`config.mk`:
```
export PLATFORM = sky130hd
export DESIGN_NAME = tmr16_regs
export DESIGN_NICKNAME = d
export VERILOG_FILES = /design/src/common/tmr16_pkg.sv /design/src/rtl/tmr16_sync.sv /design/src/rtl/tmr16_regs.sv
export SDC_FILE = /design/constraint.sdc
export NUM_CORES = 1
export LEC_CHECK = 0
export ABC_AREA = 1
export CORE_MARGIN = 3
export CORE_UTILIZATION = 40
export DETAILED_ROUTE_END_ITERATION = 12
export DONT_BUFFER_PORTS = 1
export PLACE_DENSITY_LB_ADDON = 0.1
export SYNTH_ARGS = -nofsm -noshare
export SYNTH_HDL_FRONTEND = slang
export SYNTH_SLANG_ARGS = --single-unit
```
`constraint.sdc`:
```
create_clock -name core_clk_i -period 3.78 [get_ports core_clk_i]
set_clock_uncertainty 0.2 [all_clocks]
set_input_delay 0.189 -clock core_clk_i [delete_from_list [all_inputs] [get_ports core_clk_i]]
set_output_delay 0.189 -clock core_clk_i [all_outputs]
set_load 0.005 [all_outputs]
```
`src/common/tmr16_pkg.sv`:
```
// package for the 16-bit timer register block: offsets, fields, resets
// assumes byte-wide register port of the core, one clock domain
package tmr16_pkg;
  // register offsets on the data-space byte port
  localparam logic [7:0] TMR16_IMSK_ADDR = 8'h6f;
  localparam logic [7:0] TMR16_CNTL_ADDR = 8'h84;
  localparam logic [7:0] TMR16_CNTH_ADDR = 8'h85;
  localparam logic [7:0] TMR16_CAPL_ADDR = 8'h86;
  localparam logic [7:0] TMR16_CAPH_ADDR = 8'h87;
  localparam logic [7:0] TMR16_CMAL_ADDR = 8'h88;
  localparam logic [7:0] TMR16_CMAH_ADDR = 8'h89;
  localparam logic [7:0] TMR16_CMBL_ADDR = 8'h8a;
  localparam logic [7:0] TMR16_CMBH_ADDR = 8'h8b;
  localparam logic [7:0] TMR16_FLAG_ADDR = 8'h36;
  // flag and mask bit positions (same in both registers)
  localparam int TMR16_BIT_OVF = 0;
  localparam int TMR16_BIT_CMA = 1;
  localparam int TMR16_BIT_CMB = 2;
  localparam int TMR16_BIT_CAP = 5;
  localparam logic [7:0] TMR16_IMSK_WMASK = 8'h27;
  // reset values and the full-range top
  localparam logic [7:0]  TMR16_BYTE_RST = 8'h00;
  localparam logic [15:0] TMR16_WORD_RST = 16'h0000;
  localparam logic [15:0] TMR16_WORD_MAX = 16'hffff;
endpackage

```
`src/rtl/tmr16_sync.sv`:
```
// two flip-flop synchroniser for the pin inputs of the timer
// assumes inputs are asynchronous to core_clk_i
`timescale 1ns/1ps
`default_nettype none
module tmr16_sync
(
  input  wire logic core_clk_i,
  input  wire logic rst_i,
  input  wire logic async_i,
  output var  logic sync_o
);
  logic meta_reg;   // first stage, read only by second
  logic meta_next;
  logic sync_reg;   // second stage, safe to use
  logic sync_next;

  // next values: plain shift
  always_comb
  begin
    meta_next = async_i;
    sync_next = meta_reg;
  end

  // register stages, synchronous reset
  always_ff @(posedge core_clk_i)
  begin
    if (rst_i)
    begin
      meta_reg <= 1'b0;
      sync_reg <= 1'b0;
    end
    else
    begin
      meta_reg <= meta_next;
      sync_reg <= sync_next;
    end
  end

  assign sync_o = sync_reg;
endmodule
`default_nettype wire

```
`src/rtl/tmr16_regs.sv`:
```
// register block of a 16-bit timer: counter, capture, two compares,
// interrupt mask, flags and the shared high-byte latch
// assumes the core gives one-cycle rd/wr strobes with byte address;
// read data is registered and valid the cycle after the read strobe
//
// Summary of operation
// counter readable and writable as two bytes
// counter bytes pass the high-byte latch
// one latch shared by all word registers
// counter write blocks next compare match
// software avoids changing a running counter
// capture event copies counter to capture
// capture source selectable: pin or comparator
// capture value may serve as top
// capture reads pass the shared latch
// compares checked against counter every tick
// match raises flag and drives output
// compare writes pass the shared latch
// match flag set tick after equality
// flags clear on vector or one-write
// request needs mask, global enable, flag
// counter/capture low read latches high; low write commits
// all registers reset to zero
`timescale 1ns/1ps
`default_nettype none
module tmr16_regs
(
  input  wire logic       core_clk_i,
  input  wire logic       rst_i,
  input  wire logic [7:0] addr_i,       // byte register address
  input  wire logic [7:0] wdata_i,      // write data
  input  wire logic       wr_i,         // one-cycle write strobe
  input  wire logic       rd_i,         // one-cycle read strobe
  output var  logic [7:0] rdata_o,      // registered read data
  input  wire logic       tick_i,       // timer clock enable
  input  wire logic       top_cap_i,    // top taken from capture value
  input  wire logic       cap_sel_i,    // 1: comparator is capture src
  input  wire logic       capture_input_pin_i,
  input  wire logic       comparator_i,
  input  wire logic       global_ie_i,  // core global interrupt enable
  input  wire logic [3:0] vec_ack_i,    // cap, cmb, cma, ovf vectors
  output var  logic [3:0] irq_o,        // cap, cmb, cma, ovf requests
  output var  logic [1:0] compare_output_pin_o  // toggles on match b,a
);
  ////////////////////////////////////////////////////////////////////
  // state
  logic [15:0] counter_value_reg,  counter_value_next;
  logic [15:0] capture_value_reg,  capture_value_next;
  logic [15:0] compare_a_value_reg, compare_a_value_next;
  logic [15:0] compare_b_value_reg, compare_b_value_next;
  logic [7:0]  temp_reg,  temp_next;     // shared high-byte latch
  logic [7:0]  imsk_reg,  imsk_next;     // interrupt enable mask
  logic [7:0]  flag_reg,  flag_next;     // sticky flags
  logic        block_reg, block_next;    // match blocked next tick
  logic [1:0]  ocp_reg,   ocp_next;      // compare output pins
  logic [3:0]  irq_reg,   irq_next;
  logic [7:0]  rdata_reg, rdata_next;
  logic        src_prev_reg, src_prev_next;  // edge detect history
  logic        pin_s, cmp_s;             // synchronised sources
  logic [15:0] top_w;
  logic        cap_evt, ma, mb, ovf_evt;
  logic        wr_cnt;
  logic [7:0]  pend_w;                   // flag and mask both set

  ////////////////////////////////////////////////////////////////////
  // pin synchronisers: both sources come from outside the clock
  tmr16_sync u_sync_pin
  (
    .core_clk_i (core_clk_i),
    .rst_i      (rst_i),
    .async_i    (capture_input_pin_i),
    .sync_o     (pin_s)
  );
  tmr16_sync u_sync_cmp
  (
    .core_clk_i (core_clk_i),
    .rst_i      (rst_i),
    .async_i    (comparator_i),
    .sync_o     (cmp_s)
  );

  // assemble word write: latch high byte, low write commits
  function automatic logic [15:0] word_wr(input logic [7:0] hi,
                                          input logic [7:0] lo);
    word_wr = {hi, lo};
  endfunction

  ////////////////////////////////////////////////////////////////////
  // next-state logic
  always_comb
  begin
    counter_value_next   = counter_value_reg;
    capture_value_next   = capture_value_reg;
    compare_a_value_next = compare_a_value_reg;
    compare_b_value_next = compare_b_value_reg;
    temp_next    = temp_reg;
    imsk_next    = imsk_reg;
    flag_next    = flag_reg;
    block_next   = block_reg;
    ocp_next     = ocp_reg;
    rdata_next   = 8'h00;
    wr_cnt       = wr_i && (addr_i == tmr16_pkg::TMR16_CNTL_ADDR);
    // capture value as top when selected, else full range
    top_w = top_cap_i ? capture_value_reg
                      : tmr16_pkg::TMR16_WORD_MAX;
    // rising edge of chosen source; either source disconnected when capture is top
    src_prev_next = cap_sel_i ? cmp_s : pin_s;
    cap_evt = src_prev_next && !src_prev_reg && !top_cap_i;
    // compare equality, suppressed on the tick after a counter write
    ma = tick_i && !block_reg
         && (counter_value_reg == compare_a_value_reg);
    mb = tick_i && !block_reg
         && (counter_value_reg == compare_b_value_reg);
    ovf_evt = tick_i && (counter_value_reg == top_w);
    // counter advance on tick, wraps at top
    if (tick_i)
    begin
      counter_value_next = (counter_value_reg == top_w)
                           ? tmr16_pkg::TMR16_WORD_RST
                           : 16'(counter_value_reg + 16'h0001);
      block_next = 1'b0;
    end
    if (cap_evt)
      capture_value_next = counter_value_reg;
    // vector acknowledges clear flags
    flag_next[tmr16_pkg::TMR16_BIT_OVF] &= !vec_ack_i[0];
    flag_next[tmr16_pkg::TMR16_BIT_CMA] &= !vec_ack_i[1];
    flag_next[tmr16_pkg::TMR16_BIT_CMB] &= !vec_ack_i[2];
    flag_next[tmr16_pkg::TMR16_BIT_CAP] &= !vec_ack_i[3];
    // register writes
    if (wr_i)
    begin
      case (addr_i)
        tmr16_pkg::TMR16_IMSK_ADDR:
          imsk_next = wdata_i & tmr16_pkg::TMR16_IMSK_WMASK;
        tmr16_pkg::TMR16_FLAG_ADDR:
          flag_next = flag_next & ~(wdata_i
                      & tmr16_pkg::TMR16_IMSK_WMASK);
        tmr16_pkg::TMR16_CNTH_ADDR,
        tmr16_pkg::TMR16_CAPH_ADDR,
        tmr16_pkg::TMR16_CMAH_ADDR,
        tmr16_pkg::TMR16_CMBH_ADDR:
          temp_next = wdata_i;
        tmr16_pkg::TMR16_CNTL_ADDR:
        begin
          counter_value_next = word_wr(temp_reg, wdata_i);
          block_next = 1'b1;
        end
        tmr16_pkg::TMR16_CAPL_ADDR:
          capture_value_next = word_wr(temp_reg, wdata_i);
        tmr16_pkg::TMR16_CMAL_ADDR:
          compare_a_value_next = word_wr(temp_reg, wdata_i);
        tmr16_pkg::TMR16_CMBL_ADDR:
          compare_b_value_next = word_wr(temp_reg, wdata_i);
        default: ;                                   // unmapped ignored
      endcase
    end
    // hardware sets win over any clear in the same cycle
    if (ovf_evt) flag_next[tmr16_pkg::TMR16_BIT_OVF] = 1'b1;
    if (ma)      flag_next[tmr16_pkg::TMR16_BIT_CMA] = 1'b1;
    if (mb)      flag_next[tmr16_pkg::TMR16_BIT_CMB] = 1'b1;
    if (cap_evt) flag_next[tmr16_pkg::TMR16_BIT_CAP] = 1'b1;
    // match toggles the channel output pin
    ocp_next = ocp_reg ^ {mb, ma};
    // reads: counter or capture low read snapshots high byte into the latch
    if (rd_i)
    begin
      case (addr_i)
        tmr16_pkg::TMR16_IMSK_ADDR: rdata_next = imsk_reg;
        tmr16_pkg::TMR16_FLAG_ADDR: rdata_next = flag_reg;
        tmr16_pkg::TMR16_CNTL_ADDR:
        begin
          rdata_next = counter_value_reg[7:0];
          temp_next  = counter_value_reg[15:8];
        end
        tmr16_pkg::TMR16_CAPL_ADDR:
        begin
          rdata_next = capture_value_reg[7:0];
          temp_next  = capture_value_reg[15:8];
        end
        tmr16_pkg::TMR16_CMAL_ADDR: rdata_next = compare_a_value_reg[7:0];
        tmr16_pkg::TMR16_CMBL_ADDR: rdata_next = compare_b_value_reg[7:0];
        // compare high bytes are not latched, read direct
        tmr16_pkg::TMR16_CMAH_ADDR: rdata_next = compare_a_value_reg[15:8];
        tmr16_pkg::TMR16_CMBH_ADDR: rdata_next = compare_b_value_reg[15:8];
        tmr16_pkg::TMR16_CNTH_ADDR,
        tmr16_pkg::TMR16_CAPH_ADDR: rdata_next = temp_reg;
        default:                    rdata_next = 8'h00;  // unmapped: zero
      endcase
    end
    // requests gated by mask, global enable and flag
    pend_w   = flag_reg & imsk_reg;
    irq_next = {pend_w[tmr16_pkg::TMR16_BIT_CAP],
                pend_w[tmr16_pkg::TMR16_BIT_CMB],
                pend_w[tmr16_pkg::TMR16_BIT_CMA],
                pend_w[tmr16_pkg::TMR16_BIT_OVF]}
               & {4{global_ie_i}};
  end

  ////////////////////////////////////////////////////////////////////
  // registers, all return to zero on reset
  always_ff @(posedge core_clk_i)
  begin
    if (rst_i)
    begin
      counter_value_reg   <= tmr16_pkg::TMR16_WORD_RST;
      capture_value_reg   <= tmr16_pkg::TMR16_WORD_RST;
      compare_a_value_reg <= tmr16_pkg::TMR16_WORD_RST;
      compare_b_value_reg <= tmr16_pkg::TMR16_WORD_RST;
      temp_reg     <= tmr16_pkg::TMR16_BYTE_RST;
      imsk_reg     <= tmr16_pkg::TMR16_BYTE_RST;
      flag_reg     <= tmr16_pkg::TMR16_BYTE_RST;
      rdata_reg    <= tmr16_pkg::TMR16_BYTE_RST;
      block_reg    <= 1'b0;
      ocp_reg      <= 2'b00;
      irq_reg      <= 4'h0;
      src_prev_reg <= 1'b0;
    end
    else
    begin
      counter_value_reg   <= counter_value_next;
      capture_value_reg   <= capture_value_next;
      compare_a_value_reg <= compare_a_value_next;
      compare_b_value_reg <= compare_b_value_next;
      temp_reg     <= temp_next;
      imsk_reg     <= imsk_next;
      flag_reg     <= flag_next;
      rdata_reg    <= rdata_next;
      block_reg    <= block_next;
      ocp_reg      <= ocp_next;
      irq_reg      <= irq_next;
      src_prev_reg <= src_prev_next;
    end
  end

  assign rdata_o = rdata_reg;
  assign irq_o   = irq_reg;
  assign compare_output_pin_o = ocp_reg;

  ////////////////////////////////////////////////////////////////////
  // checks
  // single-strobe forms: the core never needs back-to-back accesses
  AST_CNT_WRITE: assert property (@(posedge core_clk_i)
    disable iff (rst_i)
    wr_cnt && !tick_i |=> counter_value_reg == $past({temp_reg, wdata_i}))
    else $error("counter write not committed");
  AST_BLOCK: assert property (@(posedge core_clk_i)
    disable iff (rst_i)
    wr_cnt |=> !ma && !mb)
    else $error("match not blocked after counter write");
  AST_CAPTURE: assert property (@(posedge core_clk_i)
    disable iff (rst_i)
    cap_evt && !(wr_i && addr_i == tmr16_pkg::TMR16_CAPL_ADDR)
    |=> capture_value_reg == $past(counter_value_reg))
    else $error("capture value wrong");
  AST_CAP_LATCH: assert property (@(posedge core_clk_i)
    disable iff (rst_i)
    rd_i && addr_i == tmr16_pkg::TMR16_CAPL_ADDR
    |=> temp_reg == $past(capture_value_reg[15:8]))
    else $error("capture high byte not latched");
  AST_HI_READ: assert property (@(posedge core_clk_i)
    disable iff (rst_i)
    rd_i && (addr_i == tmr16_pkg::TMR16_CNTH_ADDR
             || addr_i == tmr16_pkg::TMR16_CAPH_ADDR)
    |=> rdata_o == $past(temp_reg))
    else $error("high byte read not from latch");
  AST_CMP_WRITE: assert property (@(posedge core_clk_i)
    disable iff (rst_i)
    wr_i && addr_i == tmr16_pkg::TMR16_CMAL_ADDR
    |=> compare_a_value_reg == $past({temp_reg, wdata_i}))
    else $error("compare word not committed");
  AST_MATCH_FLAG: assert property (@(posedge core_clk_i)
    disable iff (rst_i)
    mb |=> flag_reg[tmr16_pkg::TMR16_BIT_CMB])
    else $error("compare b flag not set");
  AST_FLAG_CLR: assert property (@(posedge core_clk_i)
    disable iff (rst_i)
    wr_i && addr_i == tmr16_pkg::TMR16_FLAG_ADDR
    && wdata_i[tmr16_pkg::TMR16_BIT_CAP] && !cap_evt
    |=> !flag_reg[tmr16_pkg::TMR16_BIT_CAP])
    else $error("flag not cleared by one-write");
  AST_IRQ: assert property (@(posedge core_clk_i)
    disable iff (rst_i)
    irq_o[1] |-> $past(global_ie_i) && $past(imsk_reg[1]))
    else $error("request without enable");
  AST_PIN: assert property (@(posedge core_clk_i)
    disable iff (rst_i)
    ma |=> compare_output_pin_o[0] != $past(compare_output_pin_o[0]))
    else $error("output pin not toggled");
  COV_MATCH: cover property (@(posedge core_clk_i) ma);
  COV_CAP:   cover property (@(posedge core_clk_i) cap_evt);
  COV_IRQ:   cover property (@(posedge core_clk_i) irq_o[3]);
endmodule
`default_nettype wire

```
# After elaboration in Yosys (flattened, before gate mapping)
# Index checks and enable logic that the tools add are counted.
# totals
register_bits,104
inputBits,30
out_inout_bits,14
wordCells,84
# op_classes
add_sub_neg,1
eq_ne,13
n_mux,23
bitwise,10
reduce_logical,20
# op_table
operator,count
$mux 16,8
$pmux 8 s9,1
$eq 8x8->1 const B,8
$eq 16x16->1,3
$mux 8,3
$add 16x1->16 const B,1
$pmux 8 s2,1
$mux 6,2
$and 8x8->8,1
$eq 8x6->1 const B,1
$eq 8x7->1 const B,1
$mux 1,8
$not 6->8,1
$reduce_and 2->1,4
$logic_not 1->1,7
$and 6x6->6,1
$logic_and 1x1->1,6
$and 1x1->1,4
$and 4x4->4,1
$reduce_or 2->1,2
$reduce_or 4->1,1
$xor 2x2->2,1
$not 1->1,1

# Logic depth before layout (Yosys ltp)
# Gate-level depths: netlist (run 1).
# logic_depth
word_depth,6
ltp_mapped,12
ltp_nobuf,11

# Modules after synthesis
# From an unflattened synthesis (run 1), not the netlist that was laid out.
# unflattened
hier_cells,892
area_unflattened_um2,5661.7
# by_module_without_submodules
module,n_inst,cells_each,area_each_um2,seq_area_each_um2
tmr16_regs,1,880,5551.6,1921.8
tmr16_sync,2,6,55.1,40.0

# Least setup slack after synthesis (run 1)
# Ideal clock, no wire load.
# synth_path
path_kind,register to register
from,register counter_value_reg[1]
to,register counter_value_reg[12]
setup_time_ns,0.128
t_arrival_ns,1.297
required_ns,3.452
path_slack_ns,2.154
path_stages_with_launch,11
path_buffers,0
period_less_slack_ns,1.626
path_cell_list,dfxtp_1 ha_1 nand3_1 inv_2 nand2_1 nor2_2 nand2_1 o21ai_0 nand2_1 nand2_1 a21oi_1
# synth_via
elab_chain_len,5
elab_cells_between_ends,6
cone_classes,1 x add/sub; 1 x eq/ne; 4 x mux
# synth_rtl
element,line_no,rtl
start: declaration,tmr16_regs.sv:47,"logic [15:0] counter_value_reg, counter_value_next;"
start signal: assignment,tmr16_regs.sv:206,counter_value_reg <= tmr16_pkg::TMR16_WORD_RST;
start signal: assignment,tmr16_regs.sv:221,counter_value_reg <= counter_value_next;
$add 16x1->16 / $eq 16x16->1 (equally long branches),"tmr16_regs.sv:120, tmr16_regs.sv:118",
$mux 16 *,tmr16_regs.sv:119,? tmr16_pkg::TMR16_WORD_RST
$mux 16 *,tmr16_regs.sv:116,if (tick_i)
$mux 16,tmr16_regs.sv:133,case (addr_i)
$mux 16 *,tmr16_regs.sv:131,if (wr_i)
# Mark *: on every way between the ends. The rest lies on a longest branch, timed or not.
# A chain may end at the register's enable or synchronous reset.

# Final worst setup path (run 1)
# layout_path
from,register counter_value_reg[1]
to,register counter_value_reg[14]
# The elaborated chain is that of the path after synthesis.

==> results.sh, run 1 <==
export IMPL_status="finished, final reports clean"
export IMPL_synth_cells=879
export IMPL_max_freq_mhz=378
export IMPL_setup_tns_ns=0
export IMPL_ys_types=36
export IMPL_viasPerCell=5.48
export IMPL_cts_buffers=9
export IMPL_die_y_um=125
export IMPL_p_per_area_nw_per_um2=361
export IMPL_first_pass_iters=7
export IMPL_drive_gt1_frac=0.0476
export IMPL_grt_max_degree=33
export IMPL_drc=0
export IMPL_p_seq_frac=0.482
export IMPL_wirelength_um=19700
export IMPL_ys_warn_count=0
export IMPL_p_sw_frac=0.252
export IMPL_timing_rr_start="counter_value_reg[1]$_SDFF_PP0_"
export IMPL_post_place_cells=1016
export IMPL_routed_top_layer="met4"
export IMPL_synth_top_area_cell="dfxtp_1"
export IMPL_avgSynthCellArea_um2=6.44
export IMPL_cts_tree="done"
export IMPL_worstPathMaxFanout=7
export IMPL_p_leak_nw=2.51
export IMPL_period_needed_ns=2.65
export IMPL_die_area_um2=15600
export IMPL_internal_power_mw=1.69
export IMPL_clockBufferDepth=2
export IMPL_syn_cell_area_um2=5660
export IMPL_placed_area_um2=5660
export IMPL_cts_sinks=100
export IMPL_ys_top_cells_by_area="dfxtp_1, nand2_1, o21ai_0"
export IMPL_clk_pin_slew_ns=0.07
export IMPL_final_setup_worst_slack_ns=1.13
export IMPL_coreArea_um2=13600
export IMPL_min_to="imsk_reg[2]$_SDFFE_PP0P_"
export IMPL_final_cell_mix="nand2_1, inv_1, dfxtp_1, o21ai_0, nor2_1"
export IMPL_grt_usage=0.250
export IMPL_io_pins=44
export IMPL_tightestPinTransition_ns=1.18
export IMPL_relSlewSlack=0.213
export IMPL_final_cells=1059
export IMPL_drtIter0Drc=457
export IMPL_met1_length_um=8990
export IMPL_num_rows=42
export IMPL_r2r_end="counter_value_reg[14]$_SDFF_PP0_"
export IMPL_syn_nets=910
export IMPL_crit_slowest_cell="dlygate4sd3_1"
export IMPL_crit_top_cell="nand2_1"
export IMPL_final_cell_area_um2=6240
export IMPL_grt_pass1_wl_um=30700
export IMPL_worstPathCellList="ha_1, nand3_1, inv_2, nand2_1, nor2_2, nand2_1, nand2_1, nand2_1, nor2_1, nand2_1, a21oi_1, dlygate4sd3_1"
export IMPL_hp_class="primary input to flop"
export IMPL_portBuffers=0
export IMPL_final_nets=908
export IMPL_initial_utilization=0.417
export IMPL_critPathKind="flop to flop"
export IMPL_cp_arrival_ns=2.75
export IMPL_setup_worst_path_start_class="flop"
export IMPL_post_cts_resized=0
export IMPL_hold_viol_final=0
export IMPL_die_x_um=125
export IMPL_layout_commonest_cell="nand2_1"
export IMPL_synth_top_area_frac=0.354
export IMPL_end_kind="flop"
export IMPL_hold_ws_ns=0.000743
export IMPL_grt_ovfl_total=0
export IMPL_whs_path_depth=2
export IMPL_period_share=0.700
export IMPL_pre_cts_ws_ns=1.38
export IMPL_switchingPower_uw=567
export IMPL_place_gp_congestion=0.886
export IMPL_grt_pass1_vias=5418
export IMPL_htreeDepth=3
export IMPL_setup_viol_count_final=0
export IMPL_final_max_slew_viol_count=0
export IMPL_antenna_found_initial=1
export IMPL_clockPowerShare=0.428
export IMPL_syn_to_final_growth_pct=10.3
export IMPL_clkLatencyLatePin_ns=0.36
export IMPL_crit_required_ns=3.88
export IMPL_rrSetupSlack_ns=1.13
export IMPL_drv_cap=0
export IMPL_slowest_delay_ns=0.57
export IMPL_wl_met3_um=1380
export IMPL_rsz0062_at_grt="no"
export IMPL_min_from="wr_i"
export IMPL_r2r_cells=12
export IMPL_synth_seq_cells=100
export IMPL_pwr_share_comb=0.090
export IMPL_synth_seq_area_share=0.354
export IMPL_wl_per_cell_um=18.6
export IMPL_clockRootBuffer="clkbuf_16"
export IMPL_ir_drop_uv=222
export IMPL_drtAntennaViolNets=0
export IMPL_dpl_hpwl_um=13900
export IMPL_dr_total_vias=5800
export IMPL_wl_met2_um=8920
power by group through the flow:
stage / sequential, mW / combinational [mW] / clock, mW
global placement: 1.11 / 0.154 / 0
detailed placement: 1.11 / 0.157 / 0
floorplan: 1.10 / 0.132 / 0
CTS: 1.09 / 0.199 / 0.977
global route: 1.09 / 0.230 / 1.01
finish: 1.09 / 0.204 / 0.964
cell usage after synthesis, drive strengths merged:
master    n
o22ai    32
clkinv    1
nand4    10
nor2    104
a21oi    66
a211oi   15
or2       1
buf      25
nor3     12
nand3    41
o211ai    3
clkbuf   15
inv     120
nand3b    1
dfxtp   100
a22o      8
a31oi     3
xor2      8
o21a      1
o21ai   101
nand2   206
ha        1
xnor2     5
worst max-delay path, delay by kind of cell (launching register included):
kind                       cells  cell delay [ns]
and+or+nand+nor                8             0.85
buffers and inverters          2             0.68
DFF                            1             0.50
adders and majority gates      1             0.23
AOI/OAI and AO/OA              1             0.14
final cells by class:
class,count,area (um^2)
Fill cell,1424,7320
Timing Repair Buffer,27,278
Antenna cell,1,2.50
Sequential cell,100,2000
Tap cell,176,220
Multi-Input combinational cell,618,2980
Inverter,121,454
Clock buffer,12,256
Clock inverter,4,47.5
what timing repair did:
action                    in CTS  in global routing
hold endpoints to repair      70                  0
hold buffers                  26                  0
buffers inserted               0                  0
per-layer routing:
layer | vias up | global-route usage
met1 | 2674 | 0.332
met2 | 229 | 0.404
met4 | 0 | 0.0784
met3 | 34 | 0.0605
met5 | - | 0
li1 | 2863 | -
logic make-up after synthesis:
| kind of cell | Yosys count | synth area share |
|---|---|---|
| compound gates | 229 | 0.230 |
| buf+inv | 161 | 0.119 |
| fa+ha+maj | 1 | 0.00221 |
| simple gates | 375 | 0.275 |
| xor+xnor | 13 | 0.0201 |
| flops | 100 | 0.354 |
through the flow:
step                      utilization  power (mW)
after floorplan                     -        1.24
after global placement          0.418        1.26
after detailed placement        0.418        1.27
after CTS                       0.460        2.26
after global routing            0.460        2.33
final                           0.460        2.25
worst max-delay path by stage:
| stage | startpoint | end | slack [ns] | cells past startpoint |
|---|---|---|---|---|
| final | counter_value_reg[1]$_SDFF_PP0_ | counter_value_reg[14]$_SDFF_PP0_ | 1.13 | 12 |
| after global routing | counter_value_reg[11]$_SDFF_PP0_ | counter_value_reg[14]$_SDFF_PP0_ | 0.97 | 10 |
| after CTS | counter_value_reg[11]$_SDFF_PP0_ | counter_value_reg[14]$_SDFF_PP0_ | 1.22 | 10 |
| after detailed placement | addr_i[5] | counter_value_reg[15]$_SDFF_PP0_ | 1.38 | 6 |
| after global placement | addr_i[5] | counter_value_reg[13]$_SDFF_PP0_ | 1.45 | 6 |
| after floorplan | counter_value_reg[1]$_SDFF_PP0_ | counter_value_reg[12]$_SDFF_PP0_ | 2.15 | 10 |
No activity file was read; power rests on OpenSTA's default activity.
==> inputs of run 2 (changes only) <==
- clock period: 3.78 -> 2.4 ns (I/O delays scaled with it)
==> run 2 against run 1 <==
Compared with the run above: sequential share of layout area down 1.1 points; largest cell class unchanged; fmax up 17%; via count up 3.9%; largest power group unchanged; critical path depth down 3; first-iteration DRC count up 1.8%; global-route usage up 1.6 points; non-clock buffer count up 26; worst hold slack better by 0.030 ns; clock power up 58%; combinational power up 72%; sequential power up 57%.
==> results.sh, run 2 (synthesis gave the netlist of run 1 again) <==
export IMPL_wirelength_um=20600
export IMPL_final_cell_mix="nand2_1, inv_1, o21ai_0, dfxtp_1, nor2_1"
export IMPL_ir_drop_uv=349
export IMPL_coreArea_um2=13600
export IMPL_clk_pin_slew_ns=0.07
export IMPL_layout_commonest_cell="nand2_1"
export IMPL_cts_buffers=9
export IMPL_io_pins=44
export IMPL_slowest_delay_ns=0.56
export IMPL_timing_rr_start="counter_value_reg[5]$_SDFF_PP0_"
export IMPL_cts_sinks=100
export IMPL_hp_class="primary input to flop"
export IMPL_grt_pass1_vias=5706
export IMPL_grt_ovfl_total=0
export IMPL_tightestPinTransition_ns=0.849
export IMPL_die_y_um=125
export IMPL_drv_cap=0
export IMPL_num_antenna_cells=0
export IMPL_cts_setup_buffers=0
export IMPL_die_area_um2=15600
export IMPL_viasPerCell=5.56
export IMPL_grt_max_degree=54
export IMPL_relSlewSlack=0.432
export IMPL_min_from="wdata_i[0]"
export IMPL_critPathKind="flop to flop"
export IMPL_drtAntennaViolNets=0
export IMPL_cts_tree="done"
export IMPL_worstPathMaxFanout=6
export IMPL_crit_required_ns=2.51
export IMPL_p_leak_nw=2.64
export IMPL_status="finished, final reports clean"
export IMPL_worstPathCellList="buf_4, nand2_1, o21ai_0, nor2_1, nand3_1, nor2_2, nand3_2, a21oi_1, dlygate4sd3_1"
export IMPL_first_pass_iters=7
export IMPL_final_max_slew_viol_count=0
export IMPL_syn_to_final_growth_pct=14.3
export IMPL_setup_viol_count_final=0
export IMPL_post_place_cells=1035
export IMPL_final_cell_area_um2=6460
export IMPL_crit_slowest_cell="dlygate4sd3_1"
export IMPL_grt_usage=0.266
export IMPL_r2r_cells=9
export IMPL_hold_viol_final=0
export IMPL_cp_arrival_ns=2.36
export IMPL_rsz0062_at_grt="no"
export IMPL_period_needed_ns=2.26
export IMPL_final_setup_worst_slack_ns=0.145
export IMPL_num_rows=42
export IMPL_end_kind="flop"
export IMPL_whs_path_depth=3
export IMPL_grt_pass1_wl_um=32600
export IMPL_setup_worst_path_start_class="flop"
export IMPL_r2r_end="flag_reg[1]$_SDFF_PP0_"
export IMPL_initial_utilization=0.417
export IMPL_critical_path_top_delay_family="buffers and inverters"
export IMPL_dr_total_vias=6028
export IMPL_dpl_hpwl_um=14500
export IMPL_drc=0
export IMPL_place_gp_congestion=0.957
export IMPL_path_buf_inv=2
export IMPL_clockBufferDepth=2
export IMPL_clkLatencyLatePin_ns=0.36
export IMPL_rrSetupSlack_ns=0.14
export IMPL_clockRootBuffer="clkbuf_16"
export IMPL_drive_gt1_frac=0.0749
export IMPL_htreeDepth=3
export IMPL_max_freq_mhz=443
export IMPL_wl_per_cell_um=19.0
export IMPL_drtIter0Drc=465
export IMPL_antenna_found_initial=0
export IMPL_period_share=0.940
export IMPL_placed_area_um2=5810
export IMPL_setup_tns_ns=0
export IMPL_pre_cts_ws_ns=0.433
export IMPL_min_to="flag_reg[0]$_SDFF_PP0_"
export IMPL_p_per_area_nw_per_um2=553
export IMPL_die_x_um=125
export IMPL_portBuffers=0
export IMPL_final_cells=1084
export IMPL_final_nets=934
run 2: changes by cell type in the layout (fill, tap and decap cells not counted), moves of 2 or more:
cell | before | now
buf_4 | 1 | 20
nor2_1 | 99 | 96
dlygate4sd3_1 | 25 | 32
nor2_2 | 3 | 6
clkinv_4 | 0 | 2
clkbuf_8 | 2 | 0
dfxtp_2 | 0 | 2
dfxtp_1 | 100 | 98
run 2: what timing repair did:
item | 4_1_cts | 5_1_grt
hold buffers | 33 | 0
resized for setup | 0 | 6
setup endpoints to repair | 0 | 2
hold endpoints to repair | 76 | 0
run 2: stage by stage:
step                hold slack [ns]  utilization  power (mW)
finish                       0.0304        0.477        3.58
floorplan                    0.0270            -        1.95
CTS                         0.00226        0.476        3.60
global route                 0.0465        0.477        3.70
global placement           -0.00683        0.428        2.00
detailed placement         -0.00114        0.428        2.01
run 2: cell type report:
class,count,area (um^2)
fillers,1433,7090
multi-input cells,618,2990
flip-flops and latches,100,2000
repair buffers,53,490
inverters,121,454
clock buffers,9,225
well taps,176,220
clock inverters,7,76.3
run 2: report_power, final:
group	total [mW]	leakage [nW]	internal, mW	switching (mW)
sequential	1.71	0.811	1.69	0.0169
combinational	0.351	1.69	0.122	0.229
clock	1.52	0.142	0.814	0.705
run 2: how the worst max path moves through the flow:
stage	cells after the start	start	end
finish	9	counter_value_reg[5]$_SDFF_PP0_	flag_reg[1]$_SDFF_PP0_
floorplan	10	counter_value_reg[1]$_SDFF_PP0_	counter_value_reg[12]$_SDFF_PP0_
CTS	9	counter_value_reg[7]$_SDFF_PP0_	flag_reg[1]$_SDFF_PP0_
detailed placement	6	u_sync_cmp.sync_o$_SDFF_PP0_	capture_value_reg[10]$_SDFF_PP0_
global route	9	counter_value_reg[7]$_SDFF_PP0_	flag_reg[1]$_SDFF_PP0_
global placement	6	u_sync_cmp.sync_o$_SDFF_PP0_	capture_value_reg[9]$_SDFF_PP0_
run 2: metal layers:
layer  share of wire  GRT usage  wire length (um)  vias up
met2            0.46      0.432              9440      234
met4           0.029      0.104               595        0
met1            0.45      0.352              9240     2837
met3           0.066     0.0467              1360       41
met5               0          0                 0        -
li1                -          -                 -     2916
run 2: worst min-delay path: cells and delay by family:
family             cells  cell delay [ns]
and+or+nand+nor        1             0.03
AOI/OAI and AO/OA      2             0.40
==> inputs of run 3 (changes only) <==
- SYNTH_HIERARCHICAL: unset -> 1
==> run 3 against run 2 <==
Compared with the run above: sequential cell count unchanged; die area about the same; setup slack got worse by 0.067 ns.
==> results.sh, run 3 <==
export IMPL_status="finished, final reports clean"
export IMPL_crit_top_cell="a21oi_1"
export IMPL_setup_worst_path_start_class="flop"
export IMPL_p_leak_nw=2.52
export IMPL_setup_viol_count_final=0
export IMPL_layout_commonest_cell="nand2_1"
export IMPL_min_from="addr_i[5]"
export IMPL_final_max_slew_viol_count=0
export IMPL_p_per_area_nw_per_um2=591
export IMPL_min_to="rdata_o[0]$_SDFF_PP0_"
export IMPL_fillers=1435
export IMPL_viasPerCell=5.63
export IMPL_r2r_end="flag_reg[1]$_SDFF_PP0_"
export IMPL_tightestPinTransition_ns=1.05
export IMPL_drc=0
export IMPL_synthTopCellsByCount="nand2_1, inv_1, dfxtp_1"
export IMPL_ys_top_cells_by_area="dfxtp_1, nand2_1, o21ai_0"
export IMPL_timing_rr_start="counter_value_reg[15]$_SDFF_PP0_"
export IMPL_multi_input_area_um2=2970
export IMPL_cp_arrival_ns=2.44
export IMPL_clk_pin_slew_ns=0.08
export IMPL_first_pass_iters=6
export IMPL_antenna_found_initial=0
export IMPL_cts_buffers=9
export IMPL_hold_viol_final=0
export IMPL_clkLatencyLatePin_ns=0.37
export IMPL_power_mw=3.73
export IMPL_portBuffers=0
export IMPL_die_area_um2=15600
export IMPL_synth_cells=892
export IMPL_synth_seq_cells=100
export IMPL_wl_per_cell_um=20.0
export IMPL_cts_setup_buffers=0
export IMPL_hp_class="primary input to flop"
export IMPL_crit_required_ns=2.51
export IMPL_pwr_share_comb=0.072
export IMPL_clockPowerShare=0.474
export IMPL_post_place_cells=1037
export IMPL_hold_ws_ns=0.0380
export IMPL_drive_gt1_frac=0.0567
export IMPL_drtAntennaViolNets=0
export IMPL_num_rows=42
export IMPL_final_cells=1076
export IMPL_critPathKind="flop to flop"
export IMPL_ys_types=34
export IMPL_synthArstFlopShare=0
export IMPL_setup_tns_ns=0
export IMPL_wirelength_um=21500
export IMPL_coreArea_um2=13600
export IMPL_grt_ovfl_total=0
export IMPL_synth_top_area_frac=0.354
export IMPL_syn_nets=923
export IMPL_max_freq_mhz=431
export IMPL_dr_total_vias=6055
export IMPL_grt_pass1_wl_um=33200
export IMPL_die_x_um=125
export IMPL_cts_tree="done"
export IMPL_num_antenna_cells=0
export IMPL_relSlewSlack=0.302
export IMPL_ys_warn_count=6
export IMPL_synth_edf_count=0
export IMPL_rsz0062_at_grt="no"
export IMPL_syn_to_final_growth_pct=11.7
export IMPL_grt_pass1_vias=5713
export IMPL_path_buf_inv=2
export IMPL_final_cell_area_um2=6320
export IMPL_r2r_cells=7
export IMPL_crit_slowest_cell="dlygate4sd3_1"
export IMPL_synth_seq_area_share=0.354
export IMPL_p_seq_frac=0.454
export IMPL_initial_utilization=0.418
export IMPL_yosysMostFrequentCell="nand2_1"
export IMPL_cts_sinks=100
export IMPL_final_cell_mix="nand2_1, inv_1, o21ai_0, dfxtp_1, a21oi_1"
export IMPL_drv_cap=0
export IMPL_clockRootBuffer="clkbuf_16"
export IMPL_placed_area_um2=5730
export IMPL_clockBufferDepth=2
export IMPL_switchingPower_uw=913
export IMPL_synth_top_area_cell="dfxtp_1"
export IMPL_final_nets=926
export IMPL_place_gp_congestion=0.946
export IMPL_dpl_hpwl_um=15000
export IMPL_critical_path_top_delay_family="buffers and inverters"
export IMPL_internal_power_mw=2.82
export IMPL_die_y_um=125
export IMPL_io_pins=44
export IMPL_ir_drop_uv=407
export IMPL_synthFlopType="dfxtp_1"
export IMPL_syn_cell_area_um2=5660
export IMPL_htreeDepth=3
export IMPL_rrSetupSlack_ns=0.08
export IMPL_regArea_um2=2000
export IMPL_slowest_delay_ns=0.56
export IMPL_worstPathMaxFanout=6
export IMPL_period_needed_ns=2.32
export IMPL_grt_max_degree=70
export IMPL_avgSynthCellArea_um2=6.35
export IMPL_worstPathCellList="inv_1, a21oi_1, nand4_1, nor2_1, nand3_1, a21oi_1, dlygate4sd3_1"
export IMPL_end_kind="flop"
export IMPL_drtIter0Drc=683
export IMPL_period_share=0.967
export IMPL_p_sw_frac=0.244
export IMPL_grt_usage=0.272
export IMPL_whs_path_depth=6
## run 3: area by class of cell
type | count | area share
clock buffers | 10 | 0.0378
clock inverters | 6 | 0.0188
well taps | 176 | 0.0348
inverters | 128 | 0.0768
repair buffers | 30 | 0.0451
flip-flops and latches | 100 | 0.317
multi-input cells | 626 | 0.470
## run 3: cells by family (layout without fill, tap and decap cells)
family,Yosys count,count (layout),synth area share
AOI/OAI and AO/OA,220,220,0.204
adders and majority gates,1,1,0.00221
xor gates and xnor gates,11,11,0.0170
DFF,100,100,0.354
buffers and inverters,166,174,0.123
and+or+nand+nor,394,394,0.300
## run 3: metrics by stage
stage / util / worst slack, ns
2_1_floorplan: - / 0.824
6_report: 0.467 / 0.0781
4_1_cts: 0.466 / 0.00107
3_5_place_dp: 0.422 / 0.271
3_3_place_gp: 0.422 / 0.279
5_1_grt: 0.467 / 0.000539
## run 3: worst max-delay path by stage
| stage | startpoint | to | slack (ns) | cells after the start |
|---|---|---|---|---|
| 6_report | counter_value_reg[15]$_SDFF_PP0_ | flag_reg[1]$_SDFF_PP0_ | 0.08 | 7 |
| 5_1_grt | counter_value_reg[10]$_SDFF_PP0_ | flag_reg[1]$_SDFF_PP0_ | 0.0005 | 9 |
| 4_1_cts | rst_i | temp_reg[2]$_SDFF_PP0_ | 0.001 | 7 |
| 3_5_place_dp | counter_value_reg[6]$_SDFF_PP0_ | counter_value_reg[11]$_SDFF_PP0_ | 0.27 | 9 |
| 3_3_place_gp | counter_value_reg[6]$_SDFF_PP0_ | counter_value_reg[15]$_SDFF_PP0_ | 0.28 | 9 |
| 2_1_floorplan | counter_value_reg[1]$_SDFF_PP0_ | counter_value_reg[12]$_SDFF_PP0_ | 0.82 | 8 |
## run 3: what timing repair did
action / 4_1_cts / 5_1_grt
endpoints found under the setup margin: 0 / 10
hold buffers: 23 / 0
gates resized for setup: 0 / 4
endpoints found under the hold margin: 73 / 0
## run 3: worst min-delay path, cell delays in order
cell and delay, ns:
nand2_1 0.06, nor3_2 0.07, nand2_1 0.06, nand3_1 0.12, nand2_1 0.09, inv_1 0.04
## run 3: power by group through the flow
| stage | clock network, mW | registers (mW) | logic, mW |
|---|---|---|---|
| final | 1.77 | 1.69 | 0.271 |
| after global routing | 1.86 | 1.70 | 0.299 |
| after CTS | 1.80 | 1.69 | 0.263 |
| after detailed placement | 0 | 1.73 | 0.207 |
| after global placement | 0 | 1.73 | 0.206 |
| after floorplan | 0 | 1.73 | 0.168 |
## run 3: routing by layer
metal,GRT usage,wire length [um],vias to the layer above
met4,0.102,586,0
met1,0.369,9620,2856
met3,0.0507,1510,41
met2,0.431,9790,257
li1,-,-,2901
met5,0,0,-
